### src/shared/margin_regs_pkg.sv
// margin and gain register map: offsets, field positions, reset values, codes
// assumes a 32-bit classic wishbone bus with word-aligned registers
package margin_regs_pkg;
    localparam int REG_W = 16;
    localparam int CODE_MSB = 15;
    localparam int CODE_LSB = 4;
    localparam int GAIN_MSB = 12;
    localparam int GAIN_LSB = 10;
    localparam int ADDR_W = 8;
    // printed register indexes; byte address is four times the index
    localparam logic [7:0] IDX_CH2_MHIGH = 8'h01;
    localparam logic [7:0] IDX_CH2_MLOW = 8'h02;
    localparam logic [7:0] IDX_CH0_MLOW = 8'h0E;
    localparam logic [7:0] IDX_CH0_GAIN = 8'h0F;
    localparam logic [7:0] IDX_CH1_MLOW = 8'h14;
    localparam logic [15:0] RST_VAL = 16'h0000;
    localparam logic [15:0] CODE_MASK = 16'hFFF0;
    localparam logic [15:0] GAIN_MASK = 16'h1C00;
    localparam logic [31:0] UNMAPPED_RD = 32'h0000_0000;
    // reference and gain codes
    typedef enum logic [2:0] {
        GAIN_OFF = 3'h0,
        GAIN_1X_VDD = 3'h1,
        GAIN_1P5X_INT = 3'h2,
        GAIN_2X_INT = 3'h3,
        GAIN_3X_INT = 3'h4,
        GAIN_4X_INT = 3'h5
    } gain_code_t;
endpackage : margin_regs_pkg

### src/rtl/masked_reg.sv
// one 16-bit read/write register whose unused bits are held at zero
// assumes write strobe and data come from the bus slave on the same clock
`timescale 1ns/1ps
module masked_reg
    import margin_regs_pkg::*;
#(
    parameter logic [15:0] MASK = CODE_MASK
) (
    input wire logic clk_i,
    input wire logic rst_i,
    input wire logic [1:0] we_i,
    input wire logic [15:0] wdata_i,
    output logic [15:0] q_o
);
    logic [15:0] val_ff;
    logic [15:0] nxt_val;
    logic [15:0] lane;

    // per byte lane update; ignored bits never store
    assign lane = {{8{we_i[1]}}, {8{we_i[0]}}};
    assign nxt_val = ((wdata_i & lane) | (val_ff & ~lane)) & MASK;

    always_ff @(posedge clk_i) begin
        if (rst_i) begin
            val_ff <= RST_VAL;
        end else begin
            val_ff <= nxt_val;
        end
    end

    assign q_o = val_ff;
endmodule : masked_reg

### src/rtl/gain_decode.sv
// decodes the channel 0 reference and gain field
// assumes field comes straight from the register
`timescale 1ns/1ps
module gain_decode
    import margin_regs_pkg::*;
(
    input wire logic [2:0] code_i,
    output logic vdd_ref_o,
    output logic int_ref_o,
    output logic [2:0] gain_x2_o,
    output logic invalid_o
);
    // gain reported in half steps: 2=1x,3=1.5x,4=2x,6=3x,8=4x (8 wraps, so 3 bits hold /2)
    logic [3:0] half;
    always_comb begin
        half = 4'h0;
        vdd_ref_o = 1'b0;
        int_ref_o = 1'b0;
        invalid_o = 1'b0;
        case (gain_code_t'(code_i))
            GAIN_1X_VDD: begin
                vdd_ref_o = 1'b1;
                half = 4'h2;
            end
            GAIN_1P5X_INT: begin
                int_ref_o = 1'b1;
                half = 4'h3;
            end
            GAIN_2X_INT: begin
                int_ref_o = 1'b1;
                half = 4'h4;
            end
            GAIN_3X_INT: begin
                int_ref_o = 1'b1;
                half = 4'h6;
            end
            GAIN_4X_INT: begin
                int_ref_o = 1'b1;
                half = 4'h8;
            end
            default: begin
                invalid_o = 1'b1;
            end
        endcase
    end
    assign gain_x2_o = half[3:1];
endmodule : gain_decode

### src/rtl/dac_margin_gain_regs.sv
// margin code and channel 0 gain registers behind a classic wishbone slave
// assumes a synchronous reset and a single-cycle classic master
//
// Contract
// - channel 2 margin-high code held in bits 15..4, read and write
// - channel 0 margin-low code register at index 0Eh, bits 15..4
// - channel 1 margin-low code register at index 14h, bits 15..4
// - channel 2 margin-low code register at index 02h, bits 15..4
// - codes are unsigned straight binary, msb at bit 15
// - bits 3..0 and ignored positions are dropped and reset to zero
// - gain code 001 selects unity gain with supply reference
// - codes 010..101 select internal reference, 1.5, 2, 3, 4 gain
// - every register resets to all zeros
//
// Local design decision: the Wishbone slave port.
`timescale 1ns/1ps
module dac_margin_gain_regs
    import margin_regs_pkg::*;
#(
    parameter int CODE_BITS = 10
) (
    input wire logic clk_i,
    input wire logic rst_i,
    input wire logic cyc_i,
    input wire logic stb_i,
    input wire logic we_i,
    input wire logic [ADDR_W+1:0] adr_i,
    input wire logic [3:0] sel_i,
    input wire logic [31:0] dat_i,
    output logic [31:0] dat_o,
    output logic ack_o,
    output logic [CODE_BITS-1:0] ch2_high_code_o,
    output logic [CODE_BITS-1:0] ch2_low_code_o,
    output logic [CODE_BITS-1:0] ch0_low_code_o,
    output logic [CODE_BITS-1:0] ch1_low_code_o,
    output logic ch0_vdd_ref_o,
    output logic ch0_int_ref_o,
    output logic [2:0] ch0_gain_x2_o,
    output logic ch0_gain_invalid_o
);
    localparam int NREG = 5;
    // top code bits kept; rest of field is ignored per variant
    localparam logic [15:0] VAR_MASK =
        CODE_MASK & ~((16'h0001 << (CODE_LSB + 12 - CODE_BITS)) - 16'h0001);
    localparam logic [15:0] MASKS [NREG] =
        '{VAR_MASK, VAR_MASK, VAR_MASK, GAIN_MASK, VAR_MASK};
    localparam logic [7:0] IDXS [NREG] =
        '{IDX_CH2_MHIGH, IDX_CH2_MLOW, IDX_CH0_MLOW, IDX_CH0_GAIN, IDX_CH1_MLOW};

    logic ack_ff;
    logic [31:0] rd_ff;
    logic [31:0] nxt_rd;
    logic [7:0] idx;
    logic req;
    logic wr_take;
    logic [NREG-1:0] hit;
    logic [15:0] q [NREG];
    logic [2:0] gain_field;

    // bus decode; an access is answered one cycle after it appears
    assign idx = adr_i[ADDR_W+1:2];
    assign req = cyc_i & stb_i & ~ack_ff;
    assign wr_take = req & we_i;

    genvar g;
    generate
        for (g = 0; g < NREG; g++) begin : g_reg
            logic [1:0] lane_we;
            assign hit[g] = (idx == IDXS[g]);
            assign lane_we = {2{wr_take & hit[g]}} & sel_i[1:0];
            masked_reg #(.MASK(MASKS[g])) u_reg (
                .clk_i(clk_i),
                .rst_i(rst_i),
                .we_i(lane_we),
                .wdata_i(dat_i[15:0]),
                .q_o(q[g])
            );
        end
    endgenerate

    // read mux; unmapped reads zero and still ack
    always_comb begin
        nxt_rd = UNMAPPED_RD;
        for (int i = 0; i < NREG; i++) begin
            if (hit[i]) begin
                nxt_rd = {16'h0000, q[i]};
            end
        end
    end

    // ack and read data registers
    always_ff @(posedge clk_i) begin
        if (rst_i) begin
            ack_ff <= 1'b0;
            rd_ff <= UNMAPPED_RD;
        end else begin
            ack_ff <= req;
            if (req && !we_i) begin
                rd_ff <= nxt_rd;
            end
        end
    end
    assign ack_o = ack_ff;
    assign dat_o = rd_ff;

    // left-justified straight-binary codes out to the converters
    assign ch2_high_code_o = q[0][CODE_MSB -: CODE_BITS];
    assign ch2_low_code_o = q[1][CODE_MSB -: CODE_BITS];
    assign ch0_low_code_o = q[2][CODE_MSB -: CODE_BITS];
    assign ch1_low_code_o = q[4][CODE_MSB -: CODE_BITS];
    assign gain_field = q[3][GAIN_MSB:GAIN_LSB];

    // reference and gain selection for channel 0
    gain_decode u_gain (
        .code_i(gain_field),
        .vdd_ref_o(ch0_vdd_ref_o),
        .int_ref_o(ch0_int_ref_o),
        .gain_x2_o(ch0_gain_x2_o),
        .invalid_o(ch0_gain_invalid_o)
    );

    // checks
    a_ack_follows_req: assert property (@(posedge clk_i) disable iff (rst_i)
        req |=> ack_o) else $error("no ack after request");
    a_ack_one_cycle: assert property (@(posedge clk_i) disable iff (rst_i)
        ack_o |=> !ack_o) else $error("ack held too long");
    a_ch2_high_wr: assert property (@(posedge clk_i) disable iff (rst_i)
        wr_take && idx == IDX_CH2_MHIGH && sel_i[1:0] == 2'b11
        |=> q[0] == ($past(dat_i[15:0]) & VAR_MASK)) else $error("ch2 high not stored");
    a_ch0_low_wr: assert property (@(posedge clk_i) disable iff (rst_i)
        wr_take && idx == IDX_CH0_MLOW && sel_i[1:0] == 2'b11
        |=> ch0_low_code_o == $past(dat_i[15:16-CODE_BITS])) else $error("ch0 low wrong");
    a_ch1_low_wr: assert property (@(posedge clk_i) disable iff (rst_i)
        wr_take && idx == IDX_CH1_MLOW && sel_i[1:0] == 2'b11
        |=> ch1_low_code_o == $past(dat_i[15:16-CODE_BITS])) else $error("ch1 low wrong");
    a_ch2_low_wr: assert property (@(posedge clk_i) disable iff (rst_i)
        wr_take && idx == IDX_CH2_MLOW && sel_i[1:0] == 2'b11
        |=> ch2_low_code_o == $past(dat_i[15:16-CODE_BITS])) else $error("ch2 low wrong");
    a_low_bits_zero: assert property (@(posedge clk_i) disable iff (rst_i)
        ack_o && !$past(we_i) |-> dat_o[3:0] == 4'h0 && dat_o[31:16] == 16'h0000)
        else $error("ignored bits read nonzero");
    a_gain_unity: assert property (@(posedge clk_i) disable iff (rst_i)
        gain_field == 3'b001 |-> ch0_vdd_ref_o && ch0_gain_x2_o == 3'h1)
        else $error("unity gain not selected");
    a_gain_internal: assert property (@(posedge clk_i) disable iff (rst_i)
        gain_field inside {[3'b010:3'b101]} |-> ch0_int_ref_o && !ch0_gain_invalid_o)
        else $error("internal reference not selected");
    a_reset_zero: assert property (@(posedge clk_i)
        !rst_i && $past(rst_i)
        |-> q[0] == RST_VAL && q[1] == RST_VAL && q[2] == RST_VAL
            && q[3] == RST_VAL && q[4] == RST_VAL)
        else $error("reset not zero");
    a_read_back: assert property (@(posedge clk_i) disable iff (rst_i)
        req && !we_i && hit[2] |=> dat_o == {16'h0000, $past(q[2])})
        else $error("read back mismatch");

    // helper terms shared by the checks below
    logic rd_take;
    logic any_hit;
    assign rd_take = req & ~we_i;
    assign any_hit = |hit;

    // ack answers only a taken request, and only one cycle later
    a_ack_needs_req: assert property (@(posedge clk_i) disable iff (rst_i)
        !req
        |=> !ack_o)
        else $error("ack without a request");
    a_ack_rose_req: assert property (@(posedge clk_i) disable iff (rst_i)
        $rose(ack_o)
        |-> $past(cyc_i && stb_i))
        else $error("ack rose without strobe");

    // read data stands until the next read is taken
    a_rdata_holds: assert property (@(posedge clk_i) disable iff (rst_i)
        !rd_take
        |=> $stable(dat_o))
        else $error("read data moved without a read");

    // every mapped register reads back its stored value in the low half
    a_read_ch2_high: assert property (@(posedge clk_i) disable iff (rst_i)
        rd_take && hit[0]
        |=> dat_o == {16'h0000, $past(q[0])})
        else $error("ch2 high read back wrong");
    a_read_ch2_low: assert property (@(posedge clk_i) disable iff (rst_i)
        rd_take && hit[1]
        |=> dat_o == {16'h0000, $past(q[1])})
        else $error("ch2 low read back wrong");
    a_read_ch0_gain: assert property (@(posedge clk_i) disable iff (rst_i)
        rd_take && hit[3]
        |=> dat_o == {16'h0000, $past(q[3])})
        else $error("ch0 gain read back wrong");
    a_read_ch1_low: assert property (@(posedge clk_i) disable iff (rst_i)
        rd_take && hit[4]
        |=> dat_o == {16'h0000, $past(q[4])})
        else $error("ch1 low read back wrong");

    // each write lands in its own register, masked to the kept bits
    a_ch2_low_store: assert property (@(posedge clk_i) disable iff (rst_i)
        wr_take && hit[1] && sel_i[1:0] == 2'b11
        |=> q[1] == ($past(dat_i[15:0]) & VAR_MASK))
        else $error("ch2 low not stored");
    a_ch0_low_store: assert property (@(posedge clk_i) disable iff (rst_i)
        wr_take && hit[2] && sel_i[1:0] == 2'b11
        |=> q[2] == ($past(dat_i[15:0]) & VAR_MASK))
        else $error("ch0 low not stored");
    a_ch1_low_store: assert property (@(posedge clk_i) disable iff (rst_i)
        wr_take && hit[4] && sel_i[1:0] == 2'b11
        |=> q[4] == ($past(dat_i[15:0]) & VAR_MASK))
        else $error("ch1 low not stored");
    a_gain_store: assert property (@(posedge clk_i) disable iff (rst_i)
        wr_take && hit[3] && sel_i[1:0] == 2'b11
        |=> q[3] == ($past(dat_i[15:0]) & GAIN_MASK))
        else $error("ch0 gain not stored");
    a_ch2_high_code: assert property (@(posedge clk_i) disable iff (rst_i)
        wr_take && hit[0] && sel_i[1:0] == 2'b11
        |=> ch2_high_code_o == $past(dat_i[15:16-CODE_BITS]))
        else $error("ch2 high code not left-justified");

    // a write to one register leaves the other four alone
    a_wr0_isolated: assert property (@(posedge clk_i) disable iff (rst_i)
        wr_take && hit[0]
        |=> $stable(q[1]) && $stable(q[2])
            && $stable(q[3]) && $stable(q[4]))
        else $error("ch2 high write leaked");
    a_wr1_isolated: assert property (@(posedge clk_i) disable iff (rst_i)
        wr_take && hit[1]
        |=> $stable(q[0]) && $stable(q[2])
            && $stable(q[3]) && $stable(q[4]))
        else $error("ch2 low write leaked");
    a_wr2_isolated: assert property (@(posedge clk_i) disable iff (rst_i)
        wr_take && hit[2]
        |=> $stable(q[0]) && $stable(q[1])
            && $stable(q[3]) && $stable(q[4]))
        else $error("ch0 low write leaked");
    a_wr3_isolated: assert property (@(posedge clk_i) disable iff (rst_i)
        wr_take && hit[3]
        |=> $stable(q[0]) && $stable(q[1])
            && $stable(q[2]) && $stable(q[4]))
        else $error("ch0 gain write leaked");
    a_wr4_isolated: assert property (@(posedge clk_i) disable iff (rst_i)
        wr_take && hit[4]
        |=> $stable(q[0]) && $stable(q[1])
            && $stable(q[2]) && $stable(q[3]))
        else $error("ch1 low write leaked");

    // unmapped places read zero and are never stored; reads store nothing
    a_unmapped_rd: assert property (@(posedge clk_i) disable iff (rst_i)
        rd_take && !any_hit
        |=> dat_o == UNMAPPED_RD)
        else $error("unmapped read not zero");
    a_unmapped_wr: assert property (@(posedge clk_i) disable iff (rst_i)
        wr_take && !any_hit
        |=> $stable(q[0]) && $stable(q[1]) && $stable(q[2])
            && $stable(q[3]) && $stable(q[4]))
        else $error("unmapped write changed a register");
    a_read_keeps: assert property (@(posedge clk_i) disable iff (rst_i)
        rd_take
        |=> $stable(q[0]) && $stable(q[1]) && $stable(q[2])
            && $stable(q[3]) && $stable(q[4]))
        else $error("read changed a register");

    // ignored positions never hold a one, whatever the host wrote
    a_ign_margin: assert property (@(posedge clk_i) disable iff (rst_i)
        ((q[0] | q[1] | q[2] | q[4]) & ~VAR_MASK) == 16'h0000)
        else $error("ignored margin bits stored");
    a_ign_gain: assert property (@(posedge clk_i) disable iff (rst_i)
        (q[3] & ~GAIN_MASK) == 16'h0000)
        else $error("ignored gain bits stored");

    // outputs leave reset idle: no ack, zero data and codes, gain flagged
    a_reset_outputs: assert property (@(posedge clk_i)
        !rst_i && $past(rst_i)
        |-> ack_o == 1'b0 && dat_o == UNMAPPED_RD && ch0_gain_invalid_o
            && ch2_high_code_o == '0 && ch2_low_code_o == '0
            && ch0_low_code_o == '0 && ch1_low_code_o == '0)
        else $error("outputs not at reset values");

    // each gain code picks its reference and gain; other codes are flagged
    a_gain_1p5x: assert property (@(posedge clk_i) disable iff (rst_i)
        gain_field == 3'b010
        |-> ch0_int_ref_o && !ch0_vdd_ref_o && ch0_gain_x2_o == 3'h1)
        else $error("gain 1.5 not selected");
    a_gain_2x: assert property (@(posedge clk_i) disable iff (rst_i)
        gain_field == 3'b011
        |-> ch0_int_ref_o && !ch0_vdd_ref_o && ch0_gain_x2_o == 3'h2)
        else $error("gain 2 not selected");
    a_gain_3x: assert property (@(posedge clk_i) disable iff (rst_i)
        gain_field == 3'b100
        |-> ch0_int_ref_o && !ch0_vdd_ref_o && ch0_gain_x2_o == 3'h3)
        else $error("gain 3 not selected");
    a_gain_4x: assert property (@(posedge clk_i) disable iff (rst_i)
        gain_field == 3'b101
        |-> ch0_int_ref_o && !ch0_vdd_ref_o && ch0_gain_x2_o == 3'h4)
        else $error("gain 4 not selected");
    a_gain_invalid: assert property (@(posedge clk_i) disable iff (rst_i)
        !(gain_field inside {[3'b001:3'b101]})
        |-> ch0_gain_invalid_o && !ch0_vdd_ref_o && !ch0_int_ref_o
            && ch0_gain_x2_o == 3'h0)
        else $error("invalid gain code not flagged");
    a_vdd_only_unity: assert property (@(posedge clk_i) disable iff (rst_i)
        ch0_vdd_ref_o
        |-> gain_field == 3'b001)
        else $error("supply reference on a wrong code");

    c_write: cover property (@(posedge clk_i) wr_take && hit[0]);
    c_read: cover property (@(posedge clk_i) req && !we_i && hit[3]);
    c_unmapped: cover property (@(posedge clk_i) req && hit == '0);
    c_gain_invalid: cover property (@(posedge clk_i) ack_o && ch0_gain_invalid_o);
    c_internal_ref: cover property (@(posedge clk_i) ack_o && ch0_int_ref_o);
endmodule : dac_margin_gain_regs

### config.mk
export PLATFORM = sky130hd
export DESIGN_NAME = dac_margin_gain_regs
export DESIGN_NICKNAME = d
export VERILOG_FILES = /design/src/shared/margin_regs_pkg.sv /design/src/rtl/masked_reg.sv /design/src/rtl/gain_decode.sv /design/src/rtl/dac_margin_gain_regs.sv
export SDC_FILE = /design/constraint.sdc
export NUM_CORES = 1
export LEC_CHECK = 0
export ABC_CLOCK_PERIOD_IN_PS = 3400
export BUFFER_PORTS_ARGS = -buffer_cell sky130_fd_sc_hd__buf_2
export CORE_UTILIZATION = 52
export CTS_BUF_LIST = sky130_fd_sc_hd__clkbuf_8
export CTS_CLUSTER_DIAMETER = 50
export DETAILED_ROUTE_END_ITERATION = 16
export GPL_TIMING_DRIVEN = 0
export PLACE_DENSITY = 0.91
export SLEW_MARGIN = 20
export SYNTH_ARGS = -nofsm -noshare
export SYNTH_HDL_FRONTEND = slang
export SYNTH_SLANG_ARGS = --single-unit
### constraint.sdc
create_clock -name clk_i -period 3.4 [get_ports clk_i]
set_clock_uncertainty 0.1 [all_clocks]
set_input_delay 0.34 -clock clk_i [delete_from_list [all_inputs] [get_ports clk_i]]
set_output_delay 0.34 -clock clk_i [all_outputs]
set_load 0.05 [all_outputs]
==> flow_summary.json, run 1 <==
{
  "outcome": "completed",
  "grt_max_degree": 19,
  "ys.warnings.count": 0,
  "die_w_um": 75.5,
  "grtUsageTotal_pct": 29.6,
  "path_cells": "and4b_1 > and2_1 > clkbuf_1 > clkbuf_1 > nand3_1 > a21oi_1",
  "cts_tree": "done",
  "syn2layout_area_growth_pct": 24.1,
  "htree_levels": 2,
  "maxCapViolations": 0,
  "grt_pass1_vias": 2536,
  "p_total_mw": 1.28,
  "leakage_nw": 1.47,
  "antenna_found_initial": 0,
  "finalCritPeriodShare_pct": 59.2,
  "clk_latency_ps": 310,
  "drt_wl_total_mm": 8.19,
  "drtAntennaViolNets": 0,
  "tightest_slew_ps": 856,
  "required_ps": 3540,
  "crit_family": "simple AND/OR/NAND/NOR gates",
  "numCtsBuffers": 5,
  "fin_cells": 527,
  "synth.yosys.seq_area_share_pct": 38.5,
  "io_pins": 130,
  "swShare_pct": 28.7,
  "sequentialPowerShare_pct": 50.1,
  "die_h_um": 75.5,
  "crit_arrival_ps": 2150,
  "dr.pass1.iters": 5,
  "setup_viol": 0,
  "rsz0062_at_grt": "false",
  "hpwl_mm": 6.09,
  "synth_area_um2": 2810,
  "wl_per_cell_um": 15.5,
  "final_hold_viol_count": 0,
  "synth_cells": 349,
  "diodes": 0,
  "slowest_delay_ps": 410,
  "tns_ps": 0,
  "finalMaxSlewViolations": 0,
  "fillerInstances": 459,
  "switching_power_uw": 366,
  "ir_drop_uv": 232,
  "crit_path_top_delay_cell": "clkbuf_1",
  "avgSynthCellArea_um2": 8.05,
  "finalNetCount": 507,
  "slew_headroom_pct": 42.5,
  "internal-power_uw": 910,
  "cts_root_buf": "clkbuf_8",
  "cts.repair.resized": 0,
  "io_buffers": 79,
  "grt_pass1_wl_mm": 12.7,
  "final_core_util_pct": 67.8,
  "worstSetupEndpointType": "flop",
  "drive_gt1_share_pct": 28.0,
  "yosysUniqueCellTypes": 40,
  "drcViolationCount": 0,
  "post_cts_buffers": 0,
  "gp_congestion": 0.901,
  "seq_area_um2": 1080,
  "fmax_mhz": 497,
  "postCtsHoldBufs": 0,
  "cpMostUsedCell": "clkbuf_1",
  "cp-start-kind": "flop",
  "via_count": 3075,
  "viasPerCell": 5.83,
  "p_comb_share_pct": 14.9,
  "initial_utilization_pct": 54.6,
  "crit_fanout": 10,
  "die-area_um2": 5700,
  "drt_first_iter_violations": 367,
  "grt-ovfl-total": 0,
  "multiInputGateArea_um2": 1490,
  "worstSetupPathType": "flop to flop",
  "synth_seq_cells": 54,
  "post-place-cells": 519,
  "placementRows": 26,
  "hold_path_class": "input pin to flop",
  "core_um2": 5140,
  "cp.buffers_inverters": 2,
  "clock_path_buffers": 2,
  "min_period_ps": 2010,
  "p_per_area_nw_per_um2": 366,
  "clock_power_share_pct": 35.1,
  "clock_sinks": 54,
  "cts.reportedPaths.clkPinSlew_ps": 100
}
==> placed cells by master, fill, tap and decap left out, drive strengths merged, types with 5 or more instances in the layout <==
cell type and n:
nand2 17, nand3 49, a221oi 7, a21oi 49
a211oi 10, and3 6, conb 22, o21ai 42
nor2 11, nor3 5, buf 111, a22o 7
clkbuf 26, dfxtp 54
==> routing by layer <==
layer / track usage (%) / routed length (µm)
met3: 5.95 / 740
met5: 0 / 0
met4: 9.05 / 203
met2: 48.7 / 3900
met1: 39.3 / 3340
==> cell families after synthesis <==
group	after synthesis	synth area share (%)
xor+xnor	1	0.312
simple gates	117	24.3
buf+inv	54	11.3
other cells	1	0.134
compound gates	122	25.5
flops	54	38.5
==> final timing paths <==
path / end / slack, ps / from / cells after the start
worst max register to register: flop / 1390 / ack_o / 6
worst max-delay path: flop / 1390 / ack_o / 6
worst min register to register: dat_o[10] / 370 / dat_o[10] / 2
worst min-delay path: flop / 220 / dat_i[6] / 3
==> through the flow <==
| stage | worst slack [ps] | hold WS (ps) | instance area (µm²) |
|---|---|---|---|
| 3_5_place_dp | 1130 | 355 | 3370 |
| 4_1_cts | 1440 | 209 | 3490 |
| 2_1_floorplan | 752 | 383 | 2890 |
| 6_report | 1390 | 216 | 3490 |
| 3_3_place_gp | 1230 | 341 | 3370 |
| 5_1_grt | 1190 | 202 | 3490 |
==> cell usage after synthesis, drive strengths merged <==
library cell,count,area (µm²)
clkbuf,21,78.8
o31ai,3,22.5
nor4,1,21.3
nor3b,1,7.51
and2,3,18.8
a22o,7,61.3
nand2,17,63.8
or3b,3,26.3
dfxtp,54,1080
o221ai,1,8.76
and4b,2,20.0
and3,6,37.5
nand4b,2,17.5
inv,1,3.75
o21ai,42,218
nand4bb,2,22.5
xor2,1,8.76
nor2,11,41.3
nor3,5,25.0
a211oi,10,75.1
buf,32,234
o2111ai,2,17.5
or3,1,11.3
nor4b,1,23.8
nor4bb,2,20.0
and4,1,8.76
conb,1,3.75
nand3b,3,22.5
nand2b,3,18.8
nand3,49,245
or4,1,11.3
a221oi,7,61.3
nor2b,3,18.8
a21oi,49,245
a21o,1,7.51
==> worst register-to-register path: cells and delay by family (launching register included) <==
family                 cells  cell delay [ps]
AOI/OAI and AO/OA          1              170
buffers and inverters      2              610
DFF                        1              350
and+or+nand+nor            3              720
==> layout make-up <==
type	count	share of cell area [%]
sequential	54	31.0
timing repair buffer	79	11.3
clock inverter	3	1.36
buffer	53	8.97
clock buffer	5	1.97
multi-input combinational	262	42.7
tap	70	2.51
inverter	1	0.108
==> power groups by stage <==
stage	logic, mW	clock network (mW)	registers, mW
after global routing	0.201	0.477	0.640
after detailed placement	0.186	0	0.654
after CTS	0.186	0.447	0.639
final	0.190	0.447	0.639
after floorplan	0.124	0	0.670
after global placement	0.182	0	0.654
Power figures use the tool's default switching activity.
==> run 2: changes to the inputs <==
--- a/config.mk
+++ b/config.mk
@@ -5,14 +5,14 @@
 export SDC_FILE = /design/constraint.sdc
 export NUM_CORES = 1
 export LEC_CHECK = 0
-export ABC_CLOCK_PERIOD_IN_PS = 3400
+export ABC_CLOCK_PERIOD_IN_PS = 1800
 export BUFFER_PORTS_ARGS = -buffer_cell sky130_fd_sc_hd__buf_2
-export CORE_UTILIZATION = 52
+export CORE_UTILIZATION = 44
 export CTS_BUF_LIST = sky130_fd_sc_hd__clkbuf_8
 export CTS_CLUSTER_DIAMETER = 50
 export DETAILED_ROUTE_END_ITERATION = 16
 export GPL_TIMING_DRIVEN = 0
-export PLACE_DENSITY = 0.91
+export PLACE_DENSITY = 0.82
 export SLEW_MARGIN = 20
 export SYNTH_ARGS = -nofsm -noshare
 export SYNTH_HDL_FRONTEND = slang
==> constraint.sdc (replaced) <==
create_clock -name clk_i -period 1.8 [get_ports clk_i]
set_clock_uncertainty 0.1 [all_clocks]
set_input_delay 0.18 -clock clk_i [delete_from_list [all_inputs] [get_ports clk_i]]
set_output_delay 0.18 -clock clk_i [all_outputs]
set_load 0.05 [all_outputs]
==> run 2 against run 1 <==
Compared with the run above: critical path depth down 1; die area increased by 18%; maximum frequency up 15%.
==> flow_summary.json, run 2 (synthesized netlist as in run 1, its figures left out) <==
{
  "outcome": "completed",
  "hold_end": "ack_o",
  "hpwl_mm": 6.21,
  "min_period_ps": 1750,
  "io_pins": 130,
  "syn2layout_area_growth_pct": 25.9,
  "crit_arrival_ps": 1820,
  "clk_latency_ps": 310,
  "cp.buffers_inverters": 1,
  "placementRows": 28,
  "die-area_um2": 6710,
  "tightest_slew_ps": 580,
  "holdPathStages": 2,
  "maxCapViolations": 0,
  "fmax_mhz": 572,
  "worstSetupPathType": "flop to flop",
  "die_h_um": 81.9,
  "leakage_nw": 1.49,
  "grt_max_degree": 18,
  "cts.reportedPaths.clkPinSlew_ps": 90,
  "slowest_delay_ps": 360,
  "p_per_area_nw_per_um2": 688,
  "crit_fanout": 10,
  "cts_root_buf": "clkbuf_8",
  "core_um2": 6030,
  "worstSetupEndpointType": "flop",
  "finalNetCount": 506,
  "hold_path_class": "input pin to flop",
  "grt_pass1_vias": 2620,
  "final_hold_viol_count": 0,
  "setup_viol": 0,
  "grt_pass1_wl_mm": 12.6,
  "wl_per_cell_um": 15.4,
  "dr.pass1.iters": 5,
  "reg2reg_setup_slack_ps": 50,
  "postCtsHoldBufs": 0,
  "whs_ps": 35.0,
  "clock_path_buffers": 2,
  "die_w_um": 81.9,
  "via_count": 3046,
  "post_cts_buffers": 0,
  "gp_congestion": 0.902,
  "diodes": 0,
  "cts_tree": "done",
  "grtUsageTotal_pct": 24.5,
  "ir_drop_uv": 416,
  "place_ws_ps": -205,
  "drcViolationCount": 0,
  "initial_utilization_pct": 46.6,
  "htree_levels": 2,
  "rr_startpoint": "ack_o",
  "final_common_cell": "buf_2",
  "drtAntennaViolNets": 0,
  "drt_wl_total_mm": 8.16,
  "path_cells": "and4b_2 > nand2_1 > clkbuf_2 > o21ai_0 > a21oi_1",
  "p_total_mw": 2.43,
  "required_ps": 1870,
  "cp-start-kind": "flop",
  "r2r_cells": 5,
  "slew_headroom_pct": 61.3,
  "drive_gt1_share_pct": 30.5,
  "drt_first_iter_violations": 231,
  "final.setup.worst_slack_ps": 52.6,
  "rsz0062_at_grt": "false",
  "fillerInstances": 578,
  "clock_sinks": 54,
  "crit_family": "simple AND/OR/NAND/NOR gates",
  "final_cell_mix": "buf_2 (83), dfxtp_1 (53), nand3_1 (49), a21oi_1 (49), o21ai_0 (31)",
  "cts.repair.resized": 1,
  "io_buffers": 79,
  "finalCritPeriodShare_pct": 97.1,
  "viasPerCell": 5.74,
  "crit_path_top_delay_cell": "and4b_2",
  "grt-ovfl-total": 0,
  "finalMaxSlewViolations": 0,
  "antenna_found_initial": 0,
  "hold_path.startpoint": "cyc_i",
  "numCtsBuffers": 5
}
## run 2: cell types whose count changed in the layout (fill, tap and decap cells not counted), moves of 3 or more
cell | previous run | this run
clkbuf_4 | 0 | 4
clkbuf_1 | 21 | 15
nor3_2 | 0 | 3
nor3_1 | 5 | 2
clkbuf_2 | 0 | 4
buf_2 | 86 | 83
## run 2: worst max-delay path by stage
| stage | startpoint | to | slack, ps | cells past startpoint |
|---|---|---|---|---|
| after floorplan | flop | ch0_gain_x2_o[2] | -120 | 2 |
| after global placement | adr_i[7] | flop | -160 | 7 |
| after detailed placement | adr_i[7] | flop | -210 | 7 |
| after CTS | ack_o | flop | 10 | 5 |
| after global routing | flop | ch0_gain_x2_o[0] | 10 | 4 |
| final | ack_o | flop | 50 | 5 |
## run 2: layer usage
| layer | vias to the layer above | global-route usage, % | share of wire, % |
|---|---|---|---|
| met5 | - | 0 | 0 |
| met4 | 0 | 7.72 | 1.8 |
| met3 | 22 | 4.56 | 10 |
| met2 | 176 | 42.1 | 48 |
| met1 | 1399 | 30.7 | 40 |
| li1 | 1449 | - | - |
## run 2: metrics by stage
step	cell area, µm²	setup TNS [ps]	util (%)	std cells
final	3540	0	58.7	531
after global routing	3540	0	58.7	531
after CTS	3510	0	58.2	531
after detailed placement	3390	-6510	56.3	524
after global placement	3390	-4800	56.3	524
after floorplan	2900	-338	-	370
## run 2: cell type report
cell class                 count  area, µm²  share of cell area, %
tap                           75       93.8                   2.65
multi-input combinational    262       1510                   42.8
clock buffer                   6       82.6                   2.34
sequential                    54       1080                   30.6
clock inverter                 2       38.8                   1.10
buffer                        52        323                   9.13
timing repair buffer          79        398                   11.3
inverter                       1       3.75                  0.106
## run 2: where the power goes
group	switching [mW]	internal (mW)	total, mW
combinational	0.264	0.0962	0.360
clock	0.406	0.458	0.864
sequential	0.00464	1.20	1.21
==> run 3: changes to the inputs <==
--- a/config.mk
+++ b/config.mk
@@ -5,14 +5,15 @@
 export SDC_FILE = /design/constraint.sdc
 export NUM_CORES = 1
 export LEC_CHECK = 0
+export ABC_AREA = 1
 export ABC_CLOCK_PERIOD_IN_PS = 1800
 export BUFFER_PORTS_ARGS = -buffer_cell sky130_fd_sc_hd__buf_2
-export CORE_UTILIZATION = 44
+export CORE_UTILIZATION = 43
 export CTS_BUF_LIST = sky130_fd_sc_hd__clkbuf_8
 export CTS_CLUSTER_DIAMETER = 50
 export DETAILED_ROUTE_END_ITERATION = 16
 export GPL_TIMING_DRIVEN = 0
-export PLACE_DENSITY = 0.82
+export PLACE_DENSITY = 0.81
 export SLEW_MARGIN = 20
 export SYNTH_ARGS = -nofsm -noshare
 export SYNTH_HDL_FRONTEND = slang
==> run 3 against run 2 <==
Compared with the run above: non-clock buffer count decreased by 19; worst hold slack worse by 11 ps; via count decreased by 10%; synthesized area is 5.1% lower; total power fell by 2.3%; routed wire length is 9.9% lower; count of clock-buffer cells in the layout is the same; combinational power down 7.5%; synthesized cell count up 2.3%; die area decreased by 2.8%; maximum frequency increased by 3.7%.
==> flow_summary.json, run 3 <==
{
  "synth_seq_cells": 54,
  "tightest_slew_ps": 659,
  "via_count": 2732,
  "diodes": 0,
  "placementRows": 28,
  "grt-ovfl-total": 0,
  "gp_congestion": 0.855,
  "cts_tree": "done",
  "cts_root_buf": "clkbuf_8",
  "ir_drop_uv": 363,
  "synth_area_leader_cell": "dfxtp_1",
  "hold_path.startpoint": "rst_i",
  "finalMaxSlewViolations": 0,
  "finalNetCount": 515,
  "min_period_ps": 1690,
  "clock_path_buffers": 2,
  "hold_path_class": "input pin to flop",
  "drive_gt1_share_pct": 30.6,
  "syn2layout_area_growth_pct": 25.6,
  "grtUsageTotal_pct": 23.5,
  "io_pins": 130,
  "synth_enable_flop_cells": 0,
  "clock_sinks": 54,
  "cp-start-kind": "flop",
  "grt_pass1_wl_mm": 11.7,
  "synth_cells": 357,
  "maxCapViolations": 0,
  "die_h_um": 80.7,
  "postCtsHoldBufs": 0,
  "tns_ps": 0,
  "wl_per_cell_um": 13.6,
  "p_comb_share_pct": 14.0,
  "outcome": "completed",
  "cts.reportedPaths.clkPinSlew_ps": 100,
  "setup_viol": 0,
  "post_cts_buffers": 0,
  "grt_max_degree": 16,
  "htree_levels": 2,
  "drt_wl_total_mm": 7.35,
  "drtAntennaViolNets": 0,
  "initial_utilization_pct": 44.8,
  "yosysUniqueCellTypes": 27,
  "crit_fanout": 3,
  "drt_first_iter_violations": 203,
  "finalCritPeriodShare_pct": 93.6,
  "rsz0062_at_grt": "false",
  "ys.warnings.count": 0,
  "avgSynthCellArea_um2": 7.47,
  "viasPerCell": 5.07,
  "crit_arrival_ps": 1410,
  "place_ws_ps": 154,
  "dr.pass1.iters": 5,
  "worstSetupPathType": "flop to output port",
  "die-area_um2": 6520,
  "final_hold_viol_count": 0,
  "internal-power_mw": 1.74,
  "rr_startpoint": "ack_o",
  "clk_latency_ps": 310,
  "drcViolationCount": 0,
  "synth.yosys.seq_area_share_pct": 40.5,
  "synthTopCellsByArea": "dfxtp_1 (41%), o21ai_0 (9.8%), a21oi_1 (9.4%)",
  "yosysMostFrequentCell": "dfxtp_1",
  "fmax_mhz": 593,
  "synth_common_cells": "dfxtp_1 (54), o21ai_0 (52), a21oi_1 (50)",
  "clock_power_share_pct": 35.1,
  "fillerInstances": 609,
  "finalInstanceArea_um2": 3350,
  "switching_power_uw": 640,
  "io_buffers": 80,
  "cts.repair.resized": 0,
  "final_core_util_pct": 56.2,
  "final.setup.worst_slack_ps": 115,
  "whs_ps": 23.8,
  "synth_area_um2": 2670,
  "p_per_area_nw_per_um2": 709,
  "final_common_cell": "buf_2",
  "die_w_um": 80.7,
  "final_cell_mix": "buf_2 (80), dfxtp_1 (54), o21ai_0 (50), a21oi_1 (50), nor2_1 (40)",
  "swShare_pct": 26.9,
  "numCtsBuffers": 5,
  "antenna_found_initial": 0,
  "sequentialPowerShare_pct": 50.9,
  "placed_area_um2": 3240,
  "slew_headroom_pct": 56.1,
  "leakage_nw": 1.70,
  "core_um2": 5960,
  "synth_top_area_share_pct": 40.5,
  "grt_pass1_vias": 2523,
  "synthArstFlopShare_pct": 0,
  "required_ps": 1520,
  "synth_top_flop_cell": "dfxtp_1",
  "hpwl_mm": 5.64,
  "worstSetupEndpointType": "output port"
}
==> run 3: changes by cell type after synthesis, sizes merged, moves of 4 or more <==
| cell | change |
|---|---|
| nand3 | -37 |
| buf | -5 |
| nand2 | +25 |
| inv | +39 |
| a22o | -7 |
| and3 | -6 |
| nor3 | +4 |
| a221oi | -7 |
| nor2 | +39 |
| clkbuf | -15 |
| o21ai | +12 |
==> run 3: path summary, 6_finish.rpt <==
kind	endpoint	slack (ps)	depth (start not counted)
worst min register to register	flop	370	2
worst max register to register	flop	180	9
worst max-delay path	ch0_gain_x2_o[0]	110	5
worst min-delay path	dat_o[11]	20	4
==> run 3: cell type report <==
cell class                 count  area (µm²)  area share, %
timing repair buffer          80         400           12.0
tap                           75        93.8           2.80
clock buffer                   6        82.6           2.47
sequential                    54        1080           32.3
buffer                        32         240           7.17
clock inverter                 1        30.0          0.897
inverter                      41         159           4.75
multi-input combinational    250        1260           37.7
==> run 3: logic make-up (layout without fill, tap and decap cells) <==
logic type / after synthesis / in the layout / share of synthesized area, %
AOI/OAI and AO/OA: 113 / 113 / 22.8
and+or+nand+nor: 115 / 115 / 21.4
buffers and inverters: 74 / 160 / 15.1
DFF: 54 / 54 / 40.5
other: 1 / 22 / 0.141
==> run 3: power by group through the flow <==
| stage | Sequential, mW | Clock [mW] | Combinational [mW] |
|---|---|---|---|
| after floorplan | 1.27 | 0 | 0.221 |
| after global placement | 1.24 | 0 | 0.325 |
| after detailed placement | 1.24 | 0 | 0.329 |
| after CTS | 1.21 | 0.843 | 0.329 |
| after global routing | 1.21 | 0.883 | 0.358 |
| final | 1.21 | 0.834 | 0.333 |
==> run 3: critical path, stage by stage, from the launching register on <==
cell and delay [ps]:
dfxtp_1 370, inv_1 80, nor2_1 150, nor2_1 80, o21ai_1 130, buf_2 280
==> run 3: layer usage <==
| layer | track usage [%] | routed length (µm) | up-vias |
|---|---|---|---|
| met5 | 0 | 0 | - |
| met4 | 10.4 | 157 | 0 |
| met3 | 5.39 | 728 | 14 |
| met2 | 38.6 | 3410 | 141 |
| met1 | 29.2 | 3050 | 1228 |
| li1 | - | - | 1349 |
==> run 3: through the flow <==
step | power (mW) | cells
3_3_place_gp | 1.56 | 533
4_1_cts | 2.38 | 540
6_report | 2.37 | 539
2_1_floorplan | 1.49 | 378
3_5_place_dp | 1.56 | 533
5_1_grt | 2.45 | 539
